File: config.mk
export PLATFORM = sky130hd
export DESIGN_NAME = drs_controller_flat
export DESIGN_NICKNAME = d
export VERILOG_FILES = /design/src/drs_pkg.sv /design/src/drs_link_if.sv /design/src/drs_controller.sv /design/src/flat_wrapper.sv
export VERILOG_INCLUDE_DIRS = /design/src
export SDC_FILE = /design/constraint.sdc
export NUM_CORES = 1
export LEC_CHECK = 0
export BUFFER_PORTS_ARGS = -buffer_cell sky130_fd_sc_hd__buf_2
export CELL_PAD_IN_SITES_DETAIL_PLACEMENT = 1
export CELL_PAD_IN_SITES_GLOBAL_PLACEMENT = 2
export CORE_MARGIN = 2
export CORE_UTILIZATION = 30
export CTS_BUF_LIST = sky130_fd_sc_hd__clkbuf_16
export CTS_CLUSTER_DIAMETER = 120
export CTS_CLUSTER_SIZE = 40
export DETAILED_ROUTE_END_ITERATION = 12
export HOLD_SLACK_MARGIN = 0.06
export PLACE_DENSITY_LB_ADDON = 0.1
export SYNTH_ARGS = -nofsm -noshare
export SYNTH_HDL_FRONTEND = slang
export SYNTH_SLANG_ARGS = --single-unit
File: constraint.sdc
create_clock -name core_clk_in -period 5.7 [get_ports core_clk_in]
set_input_delay 0 -clock core_clk_in [delete_from_list [all_inputs] [get_ports core_clk_in]]
set_output_delay 0 -clock core_clk_in [all_outputs]
set_load 0.02 [all_outputs]
File: src/drs_consts.svh
// Timing counts and field positions for the refresh scheduling link
`ifndef DRS_CONSTS_SVH
`define DRS_CONSTS_SVH
`define DRS_CLK_NS          25
`define DRS_RFCAB_NS        280
`define DRS_RFCPB_NS        140
`define DRS_RP_NS           18
`define DRS_RRD_NS          10
`define DRS_REFI_NS         3904
`define DRS_RFCAB_CYC       ((`DRS_RFCAB_NS + `DRS_CLK_NS - 1) / `DRS_CLK_NS)
`define DRS_RFCPB_CYC       ((`DRS_RFCPB_NS + `DRS_CLK_NS - 1) / `DRS_CLK_NS)
`define DRS_RP_CYC          ((`DRS_RP_NS + `DRS_CLK_NS - 1) / `DRS_CLK_NS)
`define DRS_RRD_CYC         ((`DRS_RRD_NS + `DRS_CLK_NS - 1) / `DRS_CLK_NS)
`define DRS_REFI_CYC        (`DRS_REFI_NS / `DRS_CLK_NS)
`define DRS_LINK_DIV        4
`define DRS_NUM_BANKS       8
`define DRS_OP_REF          3'h1
`define DRS_OP_ACT          3'h2
`define DRS_OP_PRE          3'h3
`define DRS_OP_SRE          3'h4
`define DRS_OP_SRX          3'h5
`define DRS_OP_RW           3'h6
`define DRS_OP_ALL_BIT      3
`define DRS_BANK_LSB        0
`endif

File: src/drs_pkg.sv
// Types shared by both ends of the refresh scheduling link
package drs_pkg;
   typedef enum logic [2:0] {
      DRS_NONE, DRS_REF, DRS_ACT, DRS_PRE, DRS_SRE, DRS_SRX, DRS_RW
   } drs_op_type;
endpackage

File: src/drs_link_if.sv
// Command/address link between controller and device
`timescale 1ns/100ps
interface drs_link_if;
   logic       ck;        // Command clock from controller
   logic       reset_n;   // Device reset, active low
   logic [5:0] ca;        // Command/address lines
   logic       cs;        // Chip select, first command cycle
   modport ctrl (output ck, output reset_n, output ca, output cs);
   modport dev  (input ck, input reset_n, input ca, input cs);
endinterface

File: src/drs_controller.sv
// Controller end: refresh timing, credit and command issue
`timescale 1ns/100ps
`include "drs_consts.svh"
module drs_controller import drs_pkg::*; #(
   parameter int REFI_CYC = `DRS_REFI_CYC
) (
   // Clock and reset
   input  wire logic       core_clk_in,
   input  wire logic       arst_n_in,
   // User request
   input  wire drs_op_type op_in,
   input  wire logic       op_all_in,
   input  wire logic [2:0] op_bank_in,
   input  wire logic       op_valid_in,
   input  wire logic       per_bank_mode_in,
   input  wire logic       modified_in,
   input  wire logic [2:0] refresh_rate_code_in,
   // Link
   drs_link_if.ctrl        link,
   // Status
   output logic            op_ready_out,
   output logic            op_reject_out,
   output logic signed [7:0] credit_out,
   output logic            refresh_due_out
);
   typedef struct packed {
      logic [2:0]  div;
      logic        ck;
      logic        rst_n;
      logic [1:0]  phase;
      logic [5:0]  ca;
      logic        cs;
      logic [5:0]  ca2;
      logic        cs2;
      logic [15:0] rfcab_t, rfcpb_t, rrd_t;
      logic [7:0][15:0] rp_t;
      logic [7:0]  open;
      logic [7:0]  done;
      logic [2:0]  count;
      logic [17:0] refi_t;
      logic signed [7:0] credit;
      logic [7:0]  win_cnt;
      logic [18:0] win_t;
      logic        sref;
      logic        rdy, rej;
   } drs_ctl_st_type;
   drs_ctl_st_type st_reg, st_next;
   logic signed [7:0] lim;
   logic [17:0] refi_scaled;
   logic ok;

   // Credit limit per rate code and constraint table
   function automatic logic signed [7:0] limit_of(input logic [2:0] code,
         input logic modi, input logic pb);
      logic signed [7:0] l;
      l = 8'sh08;
      if (modi && code == 3'h1) l = 8'sh02;
      if (modi && code == 3'h2) l = 8'sh04;
      if (pb) l = 8'(l * 8);
      return l;
   endfunction

   always_comb begin
      lim = limit_of(refresh_rate_code_in, modified_in, per_bank_mode_in);
      unique case (refresh_rate_code_in)
         3'h1: refi_scaled = 18'(REFI_CYC * 4);
         3'h2: refi_scaled = 18'(REFI_CYC * 2);
         3'h4: refi_scaled = 18'(REFI_CYC / 2);
         3'h5, 3'h6: refi_scaled = 18'(REFI_CYC / 4);
         default: refi_scaled = 18'(REFI_CYC);
      endcase
      if (per_bank_mode_in) refi_scaled = refi_scaled >> 3;
   end

   // Legality of the requested command
   always_comb begin
      ok = 1'b1;
      unique case (op_in)
         DRS_REF: begin
            if (op_all_in) begin
               ok = st_reg.open == 8'h00 && st_reg.rfcab_t == 0 &&
                    st_reg.rfcpb_t == 0 && st_reg.rp_t == '0 &&
                    st_reg.rrd_t == 0;
            end else begin
               ok = !st_reg.open[op_bank_in] && st_reg.rfcab_t == 0 &&
                    st_reg.rfcpb_t == 0 && st_reg.rp_t[op_bank_in] == 0 &&
                    st_reg.rrd_t == 0 &&
                    !st_reg.done[op_bank_in];
            end
            if (st_reg.credit >= lim) ok = 1'b0;
            if (st_reg.win_cnt >= 8'(per_bank_mode_in ? 128 : 16))
               ok = 1'b0;
         end
         DRS_ACT: ok = st_reg.rfcab_t == 0 && st_reg.rfcpb_t == 0 &&
                       st_reg.rrd_t == 0;
         DRS_SRE: ok = st_reg.credit >= -lim;
         default: ok = 1'b1;
      endcase
   end

   always_comb begin
      st_next = st_reg;
      st_next.rst_n = 1'b1;
      st_next.rdy = 1'b0;
      st_next.rej = 1'b0;
      // Link clock from a divider; commands change on falling edges
      st_next.div = st_reg.div + 3'h1;
      if (st_reg.div == 3'(`DRS_LINK_DIV - 1)) begin
         st_next.div = 3'h0;
         st_next.ck = ~st_reg.ck;
         if (st_reg.ck) begin
            st_next.phase = st_reg.phase == 2'h0 ? 2'h0 : st_reg.phase - 2'h1;
            st_next.cs = st_reg.phase == 2'h2 ? st_reg.cs2 : 1'b0;
            st_next.ca = st_reg.phase == 2'h2 ? st_reg.ca2 : 6'h00;
            if (st_reg.phase == 2'h1) st_next.rdy = 1'b1;
         end
      end
      if (st_reg.rfcab_t != 0) st_next.rfcab_t = st_reg.rfcab_t - 16'h1;
      if (st_reg.rfcpb_t != 0) st_next.rfcpb_t = st_reg.rfcpb_t - 16'h1;
      if (st_reg.rrd_t != 0) st_next.rrd_t = st_reg.rrd_t - 16'h1;
      for (int b = 0; b < 8; b++)
         if (st_reg.rp_t[b] != 0) st_next.rp_t[b] = st_reg.rp_t[b] - 16'h1;
      // Owed refresh accrues each interval, frozen in self refresh
      if (!st_reg.sref) begin
         if (st_reg.refi_t >= refi_scaled - 18'h1) begin
            st_next.refi_t = 18'h0;
            if (st_reg.credit > -lim)
               st_next.credit = st_reg.credit - 8'sh01;
         end else begin
            st_next.refi_t = st_reg.refi_t + 18'h1;
         end
      end
      if (st_reg.win_t >= 19'(refi_scaled * 2)) begin
         st_next.win_t = 19'h0;
         st_next.win_cnt = 8'h0;
      end else begin
         st_next.win_t = st_reg.win_t + 19'h1;
      end
      // Launch only on a link clock fall, so each frame half spans one
      // whole link period; a mid-period launch would be cut short
      if (op_valid_in && st_reg.phase == 2'h0 && !st_reg.rdy &&
          st_reg.ck && st_reg.div == 3'(`DRS_LINK_DIV - 1)) begin
         if (!ok) begin
            st_next.rej = 1'b1;
         end else begin
            st_next.phase = 2'h2;
            st_next.cs2 = 1'b0;
            st_next.ca2 = {3'h0, op_bank_in};
            unique case (op_in)
               DRS_REF: begin
                  st_next.ca[2:0] = `DRS_OP_REF;
                  // Build on this cycle's window and interval updates
                  st_next.win_cnt = st_next.win_cnt + 8'h1;
                  if (st_next.credit < lim)
                     st_next.credit = st_next.credit + 8'sh01;
                  if (op_all_in) begin
                     st_next.rfcab_t = 16'(`DRS_RFCAB_CYC);
                     st_next.count = 3'h0;
                     st_next.done = 8'h00;
                  end else begin
                     st_next.rfcpb_t = 16'(`DRS_RFCPB_CYC);
                     st_next.rrd_t = 16'(`DRS_RRD_CYC);
                     st_next.count = st_reg.count + 3'h1;
                     st_next.done[op_bank_in] = 1'b1;
                     if (st_reg.done == ~(8'h1 << op_bank_in))
                        st_next.done = 8'h00;
                  end
               end
               DRS_ACT: begin
                  st_next.ca[2:0] = `DRS_OP_ACT;
                  st_next.open[op_bank_in] = 1'b1;
                  st_next.rrd_t = 16'(`DRS_RRD_CYC);
               end
               DRS_PRE: begin
                  st_next.ca[2:0] = `DRS_OP_PRE;
                  for (int b = 0; b < 8; b++)
                     if (op_all_in || op_bank_in == 3'(b)) begin
                        st_next.open[b] = 1'b0;
                        st_next.rp_t[b] = 16'(`DRS_RP_CYC);
                     end
               end
               DRS_SRE: begin
                  st_next.ca[2:0] = `DRS_OP_SRE;
                  st_next.sref = 1'b1;
               end
               DRS_SRX: begin
                  st_next.ca[2:0] = `DRS_OP_SRX;
                  st_next.sref = 1'b0;
                  st_next.count = 3'h0;
                  st_next.done = 8'h00;
               end
               default: st_next.ca[2:0] = `DRS_OP_RW;
            endcase
            st_next.ca[`DRS_OP_ALL_BIT] = op_all_in;
            st_next.ca[5:4] = 2'h0;
            st_next.cs = 1'b1;
         end
      end
   end

   // State register
   always_ff @(posedge core_clk_in or negedge arst_n_in) begin
      if (!arst_n_in) begin
         st_reg <= '0;
      end else begin
         st_reg <= st_next;
      end
   end

   assign link.ck = st_reg.ck;
   assign link.reset_n = st_reg.rst_n;
   assign link.ca = st_reg.ca;
   assign link.cs = st_reg.cs;
   assign op_ready_out = st_reg.rdy;
   assign op_reject_out = st_reg.rej;
   assign credit_out = st_reg.credit;
   assign refresh_due_out = st_reg.credit[7];   // Sign bit: refreshes owed
endmodule // drs_controller

File: src/flat_wrapper.sv
// flat-port wrapper written by rule: the top's interface ports become plain ports
module drs_controller_flat import drs_pkg::*;
#(
   parameter int REFI_CYC = `DRS_REFI_CYC
)
  (core_clk_in, arst_n_in, op_in, op_all_in, op_bank_in, op_valid_in, per_bank_mode_in, modified_in, refresh_rate_code_in, op_ready_out, op_reject_out, credit_out, refresh_due_out, link_ck, link_reset_n, link_ca, link_cs);
  drs_link_if link_i ();
  input  wire logic core_clk_in;
  input  wire logic arst_n_in;
  input  wire drs_op_type op_in;
  input  wire logic op_all_in;
  input  wire logic [2:0] op_bank_in;
  input  wire logic op_valid_in;
  input  wire logic per_bank_mode_in;
  input  wire logic modified_in;
  input  wire logic [2:0] refresh_rate_code_in;
  output logic op_ready_out;
  output logic op_reject_out;
  output logic signed [7:0] credit_out;
  output logic refresh_due_out;
  output wire logic [$bits(link_i.ck)-1:0] link_ck;
  output wire logic [$bits(link_i.reset_n)-1:0] link_reset_n;
  output wire logic [$bits(link_i.ca)-1:0] link_ca;
  output wire logic [$bits(link_i.cs)-1:0] link_cs;
  assign link_ck = link_i.ck;
  assign link_reset_n = link_i.reset_n;
  assign link_ca = link_i.ca;
  assign link_cs = link_i.cs;
  drs_controller #(.REFI_CYC(REFI_CYC)) u_core (.core_clk_in(core_clk_in), .arst_n_in(arst_n_in), .op_in(op_in), .op_all_in(op_all_in), .op_bank_in(op_bank_in), .op_valid_in(op_valid_in), .per_bank_mode_in(per_bank_mode_in), .modified_in(modified_in), .refresh_rate_code_in(refresh_rate_code_in), .link(link_i), .op_ready_out(op_ready_out), .op_reject_out(op_reject_out), .credit_out(credit_out), .refresh_due_out(refresh_due_out));
endmodule
==> metrics.txt <==
post-route ant nets 0; final WL 38,300 um; Hold Buf Count CTS 8; critical path depth 23; top cell type by total area after synthesis dfrtp_1; Via density 4.96; Post-Syn Area 14,800 um2; # rows 81; DRT Pass-1 Iters 4; DP Worst Slack 0.200 ns; I/O Pins 35; worst path required time 6.10 ns; top_reg_cell synth dfrtp_1; total CTS buffers 15; fin nets 1,675; CP endpoint kind flip-flop; worst skew pair latency 0.55 ns; Crit Path Max Fanout 18; max_cap viols 0; Post-synth EDFFs 0; # port buffers 34; Yosys cell types 78; LEAKAGE 0.00651 uW; crit path DAT 5.37 ns; first-pass GRT wire length 63,900 um; max reg flops 246; Tmin final 4.97 ns; Sink Count 265; Synth top cells by count dfrtp_1, nor2_1, xnor2_1, nand2_1, xor2_1; die height 226 um; yosys warns 0; post-route setup slack 0.728 ns; synth-to-layout area growth 10.3%; register area 6630 um2; CP peak stage delay 0.40 ns; Top Layer Used met5; sequential fraction of the synthesis area 44.9%; Crit Path Category input port to flip-flop; FF+latch count, synth 265; actual slew at the worst max-slew pin 1.04 ns; Fmax 201 MHz; sum of buffers and inverters on the critical path 4; layout cells sized above 1 7.24%; most common cell in the netlist dfrtp_1; Multi-input gate area 7660 um2; endpoints failing hold 0; ys async rst share 100%; RSZ-0062 raised after global routing false; Placeable Area 48,700 um2; CTS resizes 0; Syn Inst Count 1,563; critical-path cell list buf_2 -> nand2b_1 -> and2_1 -> nand2b_1 -> o21ai_0 -> inv_1 -> ha_1 -> a31o_2 -> ha_1 -> a41oi_1 -> or3_1 -> a211oi_1 -> buf_4 -> o21ai_0 -> nor3_1 -> xnor2_1 -> inv_1 -> ha_1 -> a211o_1 -> a41oi_1 -> a31oi_1 -> a21oi_1 -> mux2_2; Final Skew 0.0463 ns; top cell type's share of synthesized area 44.9%; Clock transition at path regs 0.11 ns; total number of vias 11.2k; initial drt markers 531; CTS tree done; Pwr Density 312 nW/um2; wire length on met1 19,000 um; antenna violations before repair 1; routed wl met2 18,000 um; setup_tns 0 ns; CTS root buf clkbuf_16; number of global-route vias before repair 11.9k; die area 51,000 um2; slowest cell on the critical path or3_1; Hold Path Class input port to async pin; FILL cells 5,621; Area contributors post-synth dfrtp_1, nor2_1, xnor2_1; Routed WL per cell 16.9 um; worst reg2reg setup slack 1.20 ns; Worst setup SP type input port; largest net degree at the start of global routing 148; die width 226 um; CP delay by family, top compound AO/OA/AOI/OAI gates; r2r worst-path depth 17; n_diodes 0; outcome finished clean; H-Tree Depth 1; Post-route DRC 0; Initial Utilization 30.3%; most used cell along the critical path ha_1; GR Util All Layers 15.5%; final period utilization 87.2%; DP HPWL 27,000 um; endpoints failing setup 0; Max Slew Vio Count 0; met3 wire len 900 um; Max-slew headroom 30.7%; Max VDD drop 161 uV; Critical R2R Launch u_core.credit_out[5]; gr ovfl total 0; mean post-synth cell area 9.45 um2; reg-to-reg endpoint u_core.credit_out[1]; postcts setup bufs 0; GPL Wtd Cong 0.747; clock buffer depth 3
[cells in the final DEF, fill, tap and decap left out, drive strengths merged, types with 9 or more instances in the layout]
cell and n:
o2111a 9, or3 35, nor2 253, dfrtp 265, or4 15, clkbuf 15, nor2b 13, nand4 25
a211oi 19, nand2 98, buf 51, ha 66, mux2 9, o21ai 42, xnor2 106, nor3 77
a31oi 31, conb 16, nand3 46, a21oi 53, inv 57, or2 10, and3 13, xor2 81
nand2b 33, nor3b 10, nor4 46
[worst max path at each step]
| stage | to | slack (ns) | start |
|---|---|---|---|
| floorplan | u_core.credit_out[1] | 0.52 | refresh_rate_code_in[1] |
| global placement | u_core.credit_out[1] | 0.36 | refresh_rate_code_in[1] |
| detailed placement | u_core.credit_out[1] | 0.20 | refresh_rate_code_in[1] |
| CTS | u_core.credit_out[1] | 0.72 | refresh_rate_code_in[1] |
| global route | u_core.credit_out[1] | 0.35 | refresh_rate_code_in[1] |
| finish | u_core.credit_out[1] | 0.73 | refresh_rate_code_in[1] |
[per-layer routing]
metal  vias up  track usage [%]
met5         -                0
met4         2             2.52
met3        22             1.81
met2        85             26.4
met1      5620             21.4
li1       5503                -
[through the flow]
step           hold slack [ns]  util [%]  area [um2]  cells  total power [uW]
3_5_place_dp             0.167      32.1       15600   2233              3750
4_1_cts                 0.0736      33.4       16300   2266              5200
6_report                0.0939      33.4       16300   2266              5080
3_3_place_gp             0.168      32.1       15600   2233              3730
2_1_floorplan           -0.296         -       14800   1577              3400
5_1_grt                 0.0980      33.4       16300   2266              5470
[cells by family (layout without fill, tap and decap cells)]
family | after synthesis | in the layout | synth area share (%)
muxes | 17 | 17 | 1.23
and+or+nand+nor | 707 | 707 | 23.9
DFF | 265 | 265 | 44.9
buffers and inverters | 111 | 136 | 3.65
xor gates and xnor gates | 187 | 187 | 11.1
adders and majority gates | 66 | 66 | 5.59
other | 2 | 16 | 0.0508
AOI/OAI and AO/OA | 208 | 208 | 9.65
[power breakdown]
part | internal, uW | total [uW] | switching [uW]
Clock | 593 | 1380 | 787
Combinational | 495 | 1090 | 600
Sequential | 2220 | 2610 | 388
Total | 3310 | 5080 | 1770
[layout make-up]
cell class                 count  share of cell area, %
tap                          664                   5.10
inverter                      52                   1.20
timing repair buffer          59                   2.46
sequential                   265                   40.7
clock inverter                10                   1.18
clock buffer                  15                   2.30
multi-input combinational   1201                   47.0
Power figures use the tool's default switching activity.
